### config.mk
export PLATFORM = sky130hd
export DESIGN_NAME = facc_host
export DESIGN_NICKNAME = d
export VERILOG_FILES = /design/src/facc_pkg.sv /design/src/facc_cycle.sv /design/src/facc_host.sv
export VERILOG_INCLUDE_DIRS = /design/src
export SDC_FILE = /design/constraint.sdc
export NUM_CORES = 1
export LEC_CHECK = 0
export BUFFER_PORTS_ARGS = -buffer_cell sky130_fd_sc_hd__buf_2
export CAP_MARGIN = 30
export CORE_MARGIN = 5
export CORE_UTILIZATION = 40
export CTS_BUF_LIST = sky130_fd_sc_hd__clkbuf_16
export CTS_CLUSTER_DIAMETER = 200
export DETAILED_ROUTE_END_ITERATION = 16
export PLACE_DENSITY_LB_ADDON = 0.3
export SLEW_MARGIN = 10
export SYNTH_ARGS = -nofsm -noshare
export SYNTH_HDL_FRONTEND = slang
export SYNTH_SLANG_ARGS = --single-unit
### constraint.sdc
create_clock -name i_clk -period 1.6 [get_ports i_clk]
set_clock_uncertainty 0.05 [all_clocks]
set_input_delay 0.08 -clock i_clk [delete_from_list [all_inputs] [get_ports i_clk]]
set_output_delay 0.08 -clock i_clk [all_outputs]
set_load 0.005 [all_outputs]
### src/facc_regs.svh
// Constants for the flash identification host controller.
// Assumes a byte-wide parallel flash with 17 address bits on the far side.
`ifndef FACC_REGS_SVH
`define FACC_REGS_SVH
// ------------------------------------------------------------
// Command codes and unlock cycles (fill from command table)
// ------------------------------------------------------------
`define FACC_UNLOCK1_ADDR 17'h00555
`define FACC_UNLOCK1_DATA 8'haa
`define FACC_UNLOCK2_ADDR 17'h002aa
`define FACC_UNLOCK2_DATA 8'h55
`define FACC_IDENT_CMD 8'h90
`define FACC_RESET_CMD 8'hf0
// ------------------------------------------------------------
// Identification offsets and answers
// ------------------------------------------------------------
`define FACC_OFS_MAKER 17'h00000
`define FACC_OFS_PART 17'h00001
`define FACC_OFS_PROT 17'h00002
`define FACC_OFS_CONT 17'h00011
`define FACC_PROT_YES 8'h01
`define FACC_SECT_LSB 12
// ------------------------------------------------------------
// Bus timing in cycles of the 25 ns clock
// ------------------------------------------------------------
`define FACC_CLK_NS 25
`define FACC_ACCESS_NS 90
`define FACC_ACCESS_CYC ((`FACC_ACCESS_NS + `FACC_CLK_NS - 1) / `FACC_CLK_NS)
`endif
### src/facc_pkg.sv
// Types shared by the flash identification host controller.
// Assumes facc_regs.svh constants for the code values.
package facc_pkg;
    // Requests the user can make
    typedef enum logic [2:0]
    {
        FACC_OP_READ = 3'h0,
        FACC_OP_IDENT_ENTER = 3'h1,
        FACC_OP_IDENT_READ = 3'h2,
        FACC_OP_PROT_CHECK = 3'h3,
        FACC_OP_RESET = 3'h4
    } facc_op_t;

    // One request
    typedef struct packed
    {
        facc_op_t op;
        logic [16:0] addr;
    } facc_req_t;

    // Flash pins driven by the host
    typedef struct packed
    {
        logic ce_n;
        logic oe_n;
        logic we_n;
        logic [16:0] addr;
        logic [7:0] dout;
        logic doe;
    } facc_pins_t;
endpackage : facc_pkg

### src/facc_cycle.sv
// One flash bus cycle (read or write) on the parallel pins.
// Assumes synchronous inputs; one cycle per start pulse.
`timescale 1ns/1ps
`include "facc_regs.svh"
module facc_cycle #(
    parameter int ACCESS_CYC = `FACC_ACCESS_CYC
) (
    input wire logic i_clk,
    input wire logic i_reset_n,
    input wire logic i_start,
    input wire logic i_write,
    input wire logic [16:0] i_addr,
    input wire logic [7:0] i_wdata,
    input wire logic [7:0] i_flash_d,
    output facc_pkg::facc_pins_t o_pins,
    output logic [7:0] o_rdata,
    output logic o_done,
    output logic o_busy
);
    typedef enum logic [1:0]
    {
        FACC_CY_IDLE = 2'b00,
        FACC_CY_SETUP = 2'b01,
        FACC_CY_STROBE = 2'b11,
        FACC_CY_HOLD = 2'b10
    } facc_cy_state_t;

    facc_cy_state_t state_reg, state_next;
    logic [3:0] cnt_reg;
    logic write_reg;
    facc_pkg::facc_pins_t pins_reg;
    logic [7:0] rdata_reg;
    logic done_reg;
    wire cnt_zero = (cnt_reg == 4'h0);

    // ------------------------------------------------------------
    // Sequencing
    // ------------------------------------------------------------
    // Address settles before strobes so capture on the later fall sees it
    always_comb
    begin
        state_next = state_reg;
        unique case (state_reg)
            FACC_CY_IDLE: if (i_start) state_next = FACC_CY_SETUP;
            FACC_CY_SETUP: state_next = FACC_CY_STROBE;
            FACC_CY_STROBE: if (cnt_zero) state_next = FACC_CY_HOLD;
            FACC_CY_HOLD: state_next = FACC_CY_IDLE;
        endcase
    end

    // Pins: writes keep oe_n high, reads keep we_n high
    always_ff @(posedge i_clk or negedge i_reset_n)
    begin
        if (!i_reset_n)
        begin
            state_reg <= FACC_CY_IDLE;
            cnt_reg <= 4'h0;
            write_reg <= 1'b0;
            pins_reg <= '{ce_n: 1'b1, oe_n: 1'b1, we_n: 1'b1, addr: 17'h0, dout: 8'h00, doe: 1'b0};
            rdata_reg <= 8'h00;
            done_reg <= 1'b0;
        end
        else
        begin
            state_reg <= state_next;
            done_reg <= (state_reg == FACC_CY_HOLD);
            unique case (state_reg)
                FACC_CY_IDLE:
                    if (i_start)
                    begin
                        write_reg <= i_write;
                        pins_reg.addr <= i_addr;
                        pins_reg.dout <= i_wdata;
                        pins_reg.doe <= i_write;
                    end
                FACC_CY_SETUP:
                begin
                    pins_reg.ce_n <= 1'b0;
                    pins_reg.we_n <= ~write_reg;
                    pins_reg.oe_n <= write_reg;
                    cnt_reg <= 4'(ACCESS_CYC);
                end
                FACC_CY_STROBE:
                begin
                    cnt_reg <= cnt_zero ? 4'h0 : cnt_reg - 4'h1;
                    if (cnt_zero)
                    begin
                        pins_reg.we_n <= 1'b1;
                        pins_reg.oe_n <= 1'b1;
                        pins_reg.ce_n <= 1'b1;
                        if (!write_reg) rdata_reg <= i_flash_d;
                    end
                end
                FACC_CY_HOLD: pins_reg.doe <= 1'b0;     // Data held past the rising edge
            endcase
        end
    end

    assign o_pins = pins_reg;
    assign o_rdata = rdata_reg;
    assign o_done = done_reg;
    assign o_busy = (state_reg != FACC_CY_IDLE);
endmodule : facc_cycle

### src/facc_host.sv
// Host controller that drives a parallel flash into and out of identification mode.
// Assumes the flash pins are synchronous to i_clk and the flash honours its own rules.
`timescale 1ns/1ps
`include "facc_regs.svh"
module facc_host #(
    parameter int ACCESS_CYC = `FACC_ACCESS_CYC
) (
    input wire logic i_clk,
    input wire logic i_reset_n,
    input wire logic i_req_valid,
    input facc_pkg::facc_req_t i_req,
    input wire logic i_hv_mode,
    input wire logic [7:0] i_flash_d,
    output logic o_req_ready,
    output logic o_resp_valid,
    output logic [7:0] o_resp_data,
    output logic o_resp_prot,
    output logic o_in_ident,
    output logic o_ce_n,
    output logic o_oe_n,
    output logic o_we_n,
    output logic [16:0] o_addr,
    output logic [7:0] o_d_out,
    output logic o_d_oe,
    output logic o_a9_hv
);
    // ------------------------------------------------------------
    // Sequencer states
    // ------------------------------------------------------------
    typedef enum logic [2:0]
    {
        FACC_IDLE = 3'b000,
        FACC_UNL1 = 3'b001,
        FACC_UNL2 = 3'b011,
        FACC_CMD = 3'b010,
        FACC_RD = 3'b110,
        FACC_WAIT = 3'b111
    } facc_state_t;

    facc_state_t state_reg, state_next;
    facc_pkg::facc_op_t op_reg;
    logic [16:0] addr_reg;
    logic [7:0] cmd_reg;
    logic ident_reg;
    logic resp_valid_reg;
    logic [7:0] resp_data_reg;
    logic resp_prot_reg;
    logic cy_start;
    logic cy_write;
    logic [16:0] cy_addr;
    logic [7:0] cy_wdata;
    logic [7:0] cy_rdata;
    logic cy_done;
    logic cy_busy;
    logic cy_write_done;
    facc_pkg::facc_pins_t cy_pins;

    // ------------------------------------------------------------
    // Request decode
    // ------------------------------------------------------------
    // Protection checks keep sector bits and swap in the protection offset; other requests keep the user's address
    wire is_enter = (i_req.op == facc_pkg::FACC_OP_IDENT_ENTER);
    wire is_reset = (i_req.op == facc_pkg::FACC_OP_RESET);
    wire [16:0] sect_bits = {i_req.addr[16:`FACC_SECT_LSB], {`FACC_SECT_LSB{1'b0}}};
    wire [16:0] ident_addr = (i_req.op == facc_pkg::FACC_OP_PROT_CHECK) ?
        (sect_bits | `FACC_OFS_PROT) : i_req.addr;
    // Entry command byte goes to the first unlock address, not the user's
    wire [16:0] take_addr = is_enter ? `FACC_UNLOCK1_ADDR : ident_addr;
    wire take = i_req_valid && o_req_ready;
    assign o_req_ready = (state_reg == FACC_IDLE);

    // Bus cycle selection per state
    assign cy_start = (state_reg != FACC_IDLE) && (state_reg != FACC_WAIT) && !cy_busy;
    assign cy_write = (state_reg != FACC_RD);
    assign cy_addr = (state_reg == FACC_UNL1) ? `FACC_UNLOCK1_ADDR :
                     (state_reg == FACC_UNL2) ? `FACC_UNLOCK2_ADDR : addr_reg;
    assign cy_wdata = (state_reg == FACC_UNL1) ? `FACC_UNLOCK1_DATA :
                      (state_reg == FACC_UNL2) ? `FACC_UNLOCK2_DATA : cmd_reg;

    // ------------------------------------------------------------
    // Next state
    // ------------------------------------------------------------
    // Each bus cycle is launched then awaited in WAIT via the return state
    facc_state_t ret_reg;
    always_comb
    begin
        state_next = state_reg;
        unique case (state_reg)
            FACC_IDLE:
                if (take)
                    state_next = is_enter ? FACC_UNL1 :
                                 is_reset ? FACC_CMD : FACC_RD;
            FACC_UNL1, FACC_UNL2, FACC_CMD, FACC_RD:
                if (cy_start) state_next = FACC_WAIT;
            FACC_WAIT:
                if (cy_done) state_next = ret_reg;
            default: state_next = FACC_IDLE;
        endcase
    end

    always_ff @(posedge i_clk or negedge i_reset_n)
    begin
        if (!i_reset_n)
        begin
            state_reg <= FACC_IDLE;
            ret_reg <= FACC_IDLE;
            op_reg <= facc_pkg::FACC_OP_READ;
            addr_reg <= 17'h0;
            cmd_reg <= 8'h00;
            ident_reg <= 1'b0;
        end
        else
        begin
            state_reg <= state_next;
            if (take)
            begin
                op_reg <= i_req.op;
                addr_reg <= take_addr;
                cmd_reg <= is_reset ? `FACC_RESET_CMD : `FACC_IDENT_CMD;
            end
            if (cy_start)
                ret_reg <= (state_reg == FACC_UNL1) ? FACC_UNL2 :
                           (state_reg == FACC_UNL2) ? FACC_CMD : FACC_IDLE;
            // Mode flag follows completed command writes only
            if (cy_done && state_reg == FACC_WAIT && ret_reg == FACC_IDLE && cy_write_done)
                ident_reg <= (cmd_reg == `FACC_IDENT_CMD);
        end
    end

    // Remember whether the awaited cycle was a write
    always_ff @(posedge i_clk or negedge i_reset_n)
    begin
        if (!i_reset_n)
            cy_write_done <= 1'b0;
        else if (cy_start)
            cy_write_done <= cy_write;
    end

    // ------------------------------------------------------------
    // Answer
    // ------------------------------------------------------------
    // Protection answer compares the whole code byte; only 01h means protected
    always_ff @(posedge i_clk or negedge i_reset_n)
    begin
        if (!i_reset_n)
        begin
            resp_valid_reg <= 1'b0;
            resp_data_reg <= 8'h00;
            resp_prot_reg <= 1'b0;
        end
        else
        begin
            resp_valid_reg <= cy_done && !cy_write_done;
            if (cy_done && !cy_write_done)
            begin
                resp_data_reg <= cy_rdata;
                resp_prot_reg <= (op_reg == facc_pkg::FACC_OP_PROT_CHECK) &&
                                 (cy_rdata == `FACC_PROT_YES);
            end
        end
    end

    facc_cycle #(
        .ACCESS_CYC(ACCESS_CYC)
    ) u_cycle (
        .i_clk(i_clk),
        .i_reset_n(i_reset_n),
        .i_start(cy_start),
        .i_write(cy_write),
        .i_addr(cy_addr),
        .i_wdata(cy_wdata),
        .i_flash_d(i_flash_d),
        .o_pins(cy_pins),
        .o_rdata(cy_rdata),
        .o_done(cy_done),
        .o_busy(cy_busy)
    );

    // Pin outputs; A9 elevation request only for high-voltage reads
    assign o_ce_n = cy_pins.ce_n;
    assign o_oe_n = cy_pins.oe_n;
    assign o_we_n = cy_pins.we_n;
    assign o_addr = cy_pins.addr;
    assign o_d_out = cy_pins.dout;
    assign o_d_oe = cy_pins.doe;
    assign o_a9_hv = i_hv_mode && !cy_pins.oe_n;
    assign o_resp_valid = resp_valid_reg;
    assign o_resp_data = resp_data_reg;
    assign o_resp_prot = resp_prot_reg;
    assign o_in_ident = ident_reg;
endmodule : facc_host

== Word level (Yosys, flattened, before mapping) ==
Cells that the tools add are included.

* Flip-flop bits (word level): 91
* Bits of input ports: 32
* Word-level logic and storage cells: 95

* Add/subtract/negate cells: 1
* Equal/unequal tests: 21
* Multiplexer cells: 24
* Bitwise logic cells: 1
* Reduce and logical (&&, ||, !) cells: 27

{| class="wikitable"
|+ Operators by type and width
! cell !! count
|-
| $mux W17 || 3
|-
| $mux W3 || 6
|-
| $mux W8 || 2
|-
| $eq A3 B2 Y1 const B || 4
|-
| $mux W12 || 1
|-
| $eq A3 B3 Y1 const B || 3
|-
| $logic_and A1 B1 Y1 || 9
|-
| $pmux W3 S3 || 1
|-
| $eq A8 B1 Y1 const B || 1
|-
| $eq A8 B8 Y1 const B || 1
|-
| $mux W2 || 4
|-
| $pmux W2 S4 || 1
|-
| $pmux W4 S2 || 1
|-
| $reduce_and A2 Y1 || 4
|-
| $mux W7 || 1
|-
| $eq A3 B1 Y1 const B || 2
|-
| $logic_not A3 Y1 || 2
|-
| $ne A2 B1 Y1 const B || 3
|-
| $ne A3 B3 Y1 const B || 2
|-
| $pmux W3 S2 || 1
|-
| $reduce_and A3 Y1 || 2
|-
| $reduce_bool A2 Y1 || 3
|-
| $eq A2 B2 Y1 const B || 2
|-
| $logic_not A4 Y1 || 1
|-
| 11 further kinds || 14
|}

== Logic depth before layout (Yosys ltp) ==
* Depth after elaboration: 5
* Mapped depth: 7

== By module ==
From an unflattened synthesis, not the netlist that was laid out.

* Cells, all modules: 343
* Area total of the unflattened synthesis: 3,811.2 um2

{| class="wikitable"
|+ By module, submodules not included
! module !! times used !! cells each !! area an instance (um2) !! seq. area each (um2)
|-
| facc_host || 1 || 218 || 1,994.4 || 975.9
|-
| facc_cycle || 1 || 125 || 1,816.7 || 1,129.8
|}

== Worst setup path after synthesis ==
OpenSTA, ideal clock, no wires.

* Kind: register to register
* Start point: register u_cycle.cnt_reg[0]
* End point: register u_cycle.rdata_reg[0] (netlist: u_cycle.o_rdata[0])
* Setup time: 125 ps
* Data arrival time: 1,427 ps
* Data required time: 1,425 ps
* Path slack: -2 ps
* Stages on the path, launching flop included: 7
* Path buffers: 0
* Cells stage by stage: dfrtp_1 > inv_1 > ha_1 > nand2b_1 > nor2_1 > nand4_1 > mux2_2

* Word-level cells in the longest chain between the ends: 2

{| class="wikitable"
|+ RTL lines
! item !! line !! RTL
|-
| from (decl) || facc_cycle.sv:29 || <nowiki>logic [3:0] cnt_reg;</nowiki>
|-
| from (signal assigned) || facc_cycle.sv:81 || <nowiki>cnt_reg <= 4'(ACCESS_CYC);</nowiki>
|-
| from (signal assigned) || facc_cycle.sv:85 || <nowiki>cnt_reg <= cnt_zero ? 4'h0 : cnt_reg - 4'h1;</nowiki>
|-
| $logic_not A4 Y1 || facc_cycle.sv:34 || <nowiki>wire cnt_zero = (cnt_reg == 4'h0);</nowiki>
|-
| $reduce_and A3 Y1 (no line) || n/a ||
|-
| to (signal assigned) || facc_cycle.sv:91 || <nowiki>if (!write_reg) rdata_reg <= i_flash_d;</nowiki>
|-
| to (decl) || facc_cycle.sv:32 || <nowiki>logic [7:0] rdata_reg;</nowiki>
|}

No other way between the ends.
A chain may end at the register's enable or synchronous reset.

== Final worst setup path ==
* Start point: register state_reg[0]
* End point: register state_reg[2]

* Word-level cells in the longest chain between the ends: 5

{| class="wikitable"
|+ RTL lines
! item !! line !! RTL
|-
| from (decl) || facc_host.sv:40 || <nowiki>facc_state_t state_reg, state_next;</nowiki>
|-
| from (signal assigned) || facc_host.sv:114 || <nowiki>state_reg <= state_next;</nowiki>
|-
| $ne A3 B3 Y1 / $reduce_bool A3 Y1 (equally long branches) || facc_host.sv:73 || <nowiki>assign cy_start = (state_reg != FACC_IDLE) && (state_reg != FACC_WAIT) && !cy_busy;</nowiki>
|-
| $logic_and A1 B1 Y1 (2 in series) || facc_host.sv:73 ||
|-
| $ne A2 B2 Y1 (no line) || n/a ||
|-
| $reduce_and A3 Y1 (no line) || n/a ||
|}

Parallel ways exist; a longest one is shown, timed or not.

==> reports/qor.csv <==
stage,metric,value,unit
floorplanning,ios,74,
placement,dp_hpwl,7161,um
route,drc,0,
yosys,syn_inst,407,
yosys,postSynthNetCount,440,
cells_and_area,ff_latch_area,2009,sq um
route,drt_iter0_markers,161,
global_route,grt.total_usage,18.39,%
setup_path,crit_family,flip-flops,
setup_path,cpPeakStageDelay,0.47,ns
pwr,ir_drop,0.7084,mV
yosys,synth_cell_type_count,52,
worst_hold_path,hold_depth,2,
clock_network,clk_latency,0.34,ns
yosys,synth_common_cells,"dfrtp_1, nand2_1, o21ai_0",
setup_path,crit_path_end_kind,flip-flop,
global_route,grt-ovfl-total,0,
sta,finalSetupViolCount,0,
yosys,syn_avg_cell_area,9.748,sq um
pwr,combPwrFrac,43.7,%
floorplanning,rows,36,
cells_and_area,stdcell_area,5229,sq um
pwr,power.switching,3841,uW
pwr,internal_power,6251,uW
sta,max_slew_margin,69.22,%
pwr,finalPower,10090,uW
setup_path,crit_fanout,13,
setup_path,worst_setup_path_start_kind,flip-flop,
sta,fin_crit,1.557,ns
cells_and_area,largest_reg_flops,27,
cells_and_area,synthToLayoutAreaGrowth,31.79,%
pwr,sequentialPowerShare,37.9,%
setup_path,rrSetupSlack,0.04,ns
setup_path,path_buf_inv,1,
yosys,synth.top_cell.area_share,48.57,%
cells_and_area,multiInputGateArea,1772,sq um
sta,whs,0.04610,ns
clock_network,clock_sinks,80,
placement,place.gp.congestion,0.8114,
sta,slew_viol_final,0,
yosys,synth_edf_count,0,
clock_network,cts_buffers,9,
yosys,synth_area,3968,sq um
worst_hold_path,min_path_type,in -> reg,
floorplanning,die-area,12010,sq um
placement,pre_cts_ws,-0.01867,ns
route,dr.pass1.iters,4,
global_route,grt_max_degree,41,
global_route,antenna_found_initial,0,
clock_network,cts_root_buf,clkbuf_16,
floorplanning,core-area,9729,sq um
run,cap_viol_max_count,0,
floorplanning,initial_core_util,40.78,%
route,ant_nets,0,
yosys,synth_area_leaders,"dfrtp_1, mux2_2, o21ai_0",
yosys,ys_seq_area_share,50.55,%
placement,place_area,4577,sq um
route,wl_per_cell,15.72,um
floorplanning,die_w,109.6,um
cells_and_area,final_nets,555,
route,vias,3545,
floorplanning,die_y,109.6,um
clock_network,htreeDepth,3,
sta,rsz0062_at_grt,true,
global_route,grt_pass1_wl,17210,um
pwr,p_per_area,1930,nW/um^2
clock_network,ctsLongestPathBuffers,2,
setup_path,ff2ff_path_depth,5,
sta,period_share,97.33,%
setup_path,r2r_start,state_reg[0],
setup_path,crit_chain,buf_4 > nand3b_1 > o21ai_0 > a21oi_1 > mux2_2,
clock_network,clk_pin_slew,0.06,ns
pwr,swShare,38.06,%
sta,tightest_slew,0.4605,ns
placement,io_buffers,73,
yosys,ys_ff_latch,80,
yosys,yosys_warnings,0,
setup_path,cp.required,1.77,ns
yosys,yosysTopAreaCell,dfrtp_1,
setup_path,crit_type,reg -> reg,
setup_path,reg2reg_to,state_reg[2],
route,routed_wl,10380,um
sta,hold_viol_final,0,
clock_network,cts_tree,done,
setup_path,slowest_stage,dfrtp_2,
setup_path,arrival,1.73,ns
pwr,leakagePower,0.002331,uW
sta,fin_setup_tns,0,ns
sta,timing.fmax,642.1,MHz
yosys,synth_ff_type,dfrtp_1,
run_status,outcome,completed,
worst_hold_path,min_from,i_req[18],
sta,worst_slack,0.04272,ns
cells_and_area,fillers,911,
pwr,clockPowerShare,18.3,%
yosys,synthArstFlopShare,100.0,%
yosys,yosysMostFrequentCell,dfrtp_1,
cells_and_area,antenna_cells,0,
cells_and_area,drive_above_1_share,32.64,%
global_route,grt_pass1_vias,3473,
route,post_drt_via_cell_ratio,5.371,
worst_hold_path,min_delay_worst_endpoint,op_reg[1],
[final cells by class]
| type | count | area share, % |
|---|---|---|
| clock buffers | 9 | 4.307 |
| multi-input cells | 282 | 33.88 |
| flip-flops and latches | 80 | 38.43 |
| well taps | 133 | 3.183 |
| inverters | 8 | 0.5743 |
| clock inverters | 7 | 0.7657 |
| repair buffers | 141 | 18.86 |
[what timing repair did]
item | 4_1_cts | 5_1_grt
resized for setup | 1 | 14
buffers inserted | 0 | 6
endpoints found under the setup margin | 14 | 34
pin swaps | 0 | 2
hold buffers | 30 | 0
hold endpoints to repair | 92 | 0
[worst max-delay path by stage]
| stage | from | end | slack [ns] | cells past startpoint |
|---|---|---|---|---|
| final | state_reg[0] | state_reg[2] | 0.04 | 5 |
| after global routing | state_reg[2] | u_cycle.o_pins[21] | -0.02 | 6 |
| after CTS | u_cycle.cnt_reg[0] | u_cycle.o_rdata[6] | 0.03 | 7 |
| after detailed placement | state_reg[0] | addr_reg[13] | -0.02 | 5 |
| after global placement | state_reg[0] | addr_reg[14] | 0.01 | 5 |
| after floorplan | u_cycle.cnt_reg[0] | u_cycle.o_rdata[0] | 0.02 | 6 |
[layout by cell type (no fill, tap or decap), types with 2 or more instances in the layout]
cell type      netlist  routed
dfrtp_1             77      74
buf_2               10      72
nand2_1             56      55
o21ai_0             43      42
buf_4                7      35
dlygate4sd3_1        0      30
nor2_1              30      28
a21oi_1             21      21
mux2_2              20      20
o211ai_1            10      10
nand3_1              9       9
clkbuf_16            0       9
inv_1                7       8
a32oi_1              8       8
o22ai_1              8       8
o221a_2              6       6
a221o_1              6       6
a22oi_1              7       5
nor3_1               5       5
a21o_1               5       5
o311ai_1             5       5
a211oi_1             5       5
nand2b_1             4       4
nor2b_1              3       3
nor2_4               1       3
dfrtp_2              0       3
dfstp_2              3       3
inv_2                1       2
or2_2                2       2
nand4b_1             2       2
nand3b_1             2       2
or3_1                2       2
nor4_1               2       2
o221a_1              2       2
a22oi_2              0       2
clkinvlp_4           0       2
buf_6                2       2
buf_12               0       2
[logic make-up (layout without fill, tap and decap cells)]
group	Yosys count	after routing	share of synthesized area, %
compound gates	134	134	22.86
simple gates	126	126	14.73
flops	80	80	50.55
buf+inv	45	165	5.614
mux	21	21	5.929
fa+ha+maj	1	1	0.3153
[stage by stage]
stage	util (%)	cells
global placement	47.04	608
CTS	52.88	654
floorplan	-	407
global route	53.74	660
finish	53.74	660
detailed placement	47.04	608
[power by group through the flow]
| stage | sequential (uW) | combinational, uW | clock (uW) |
|---|---|---|---|
| 5_1_grt | 3970 | 4930 | 1970 |
| 2_1_floorplan | 3620 | 2920 | 0 |
| 3_5_place_dp | 3810 | 4260 | 0 |
| 6_report | 3830 | 4410 | 1850 |
| 3_3_place_gp | 3780 | 4140 | 0 |
| 4_1_cts | 3790 | 4320 | 1880 |
[per-layer routing]
layer	track usage (%)	up-vias	share of wire, %
met1	24.82	1714	44
met3	2.760	16	4.7
met2	28.95	97	49
met4	8.905	0	1.8
li1	-	1718	-
met5	0	-	0
Power figures use the tool's default switching activity.
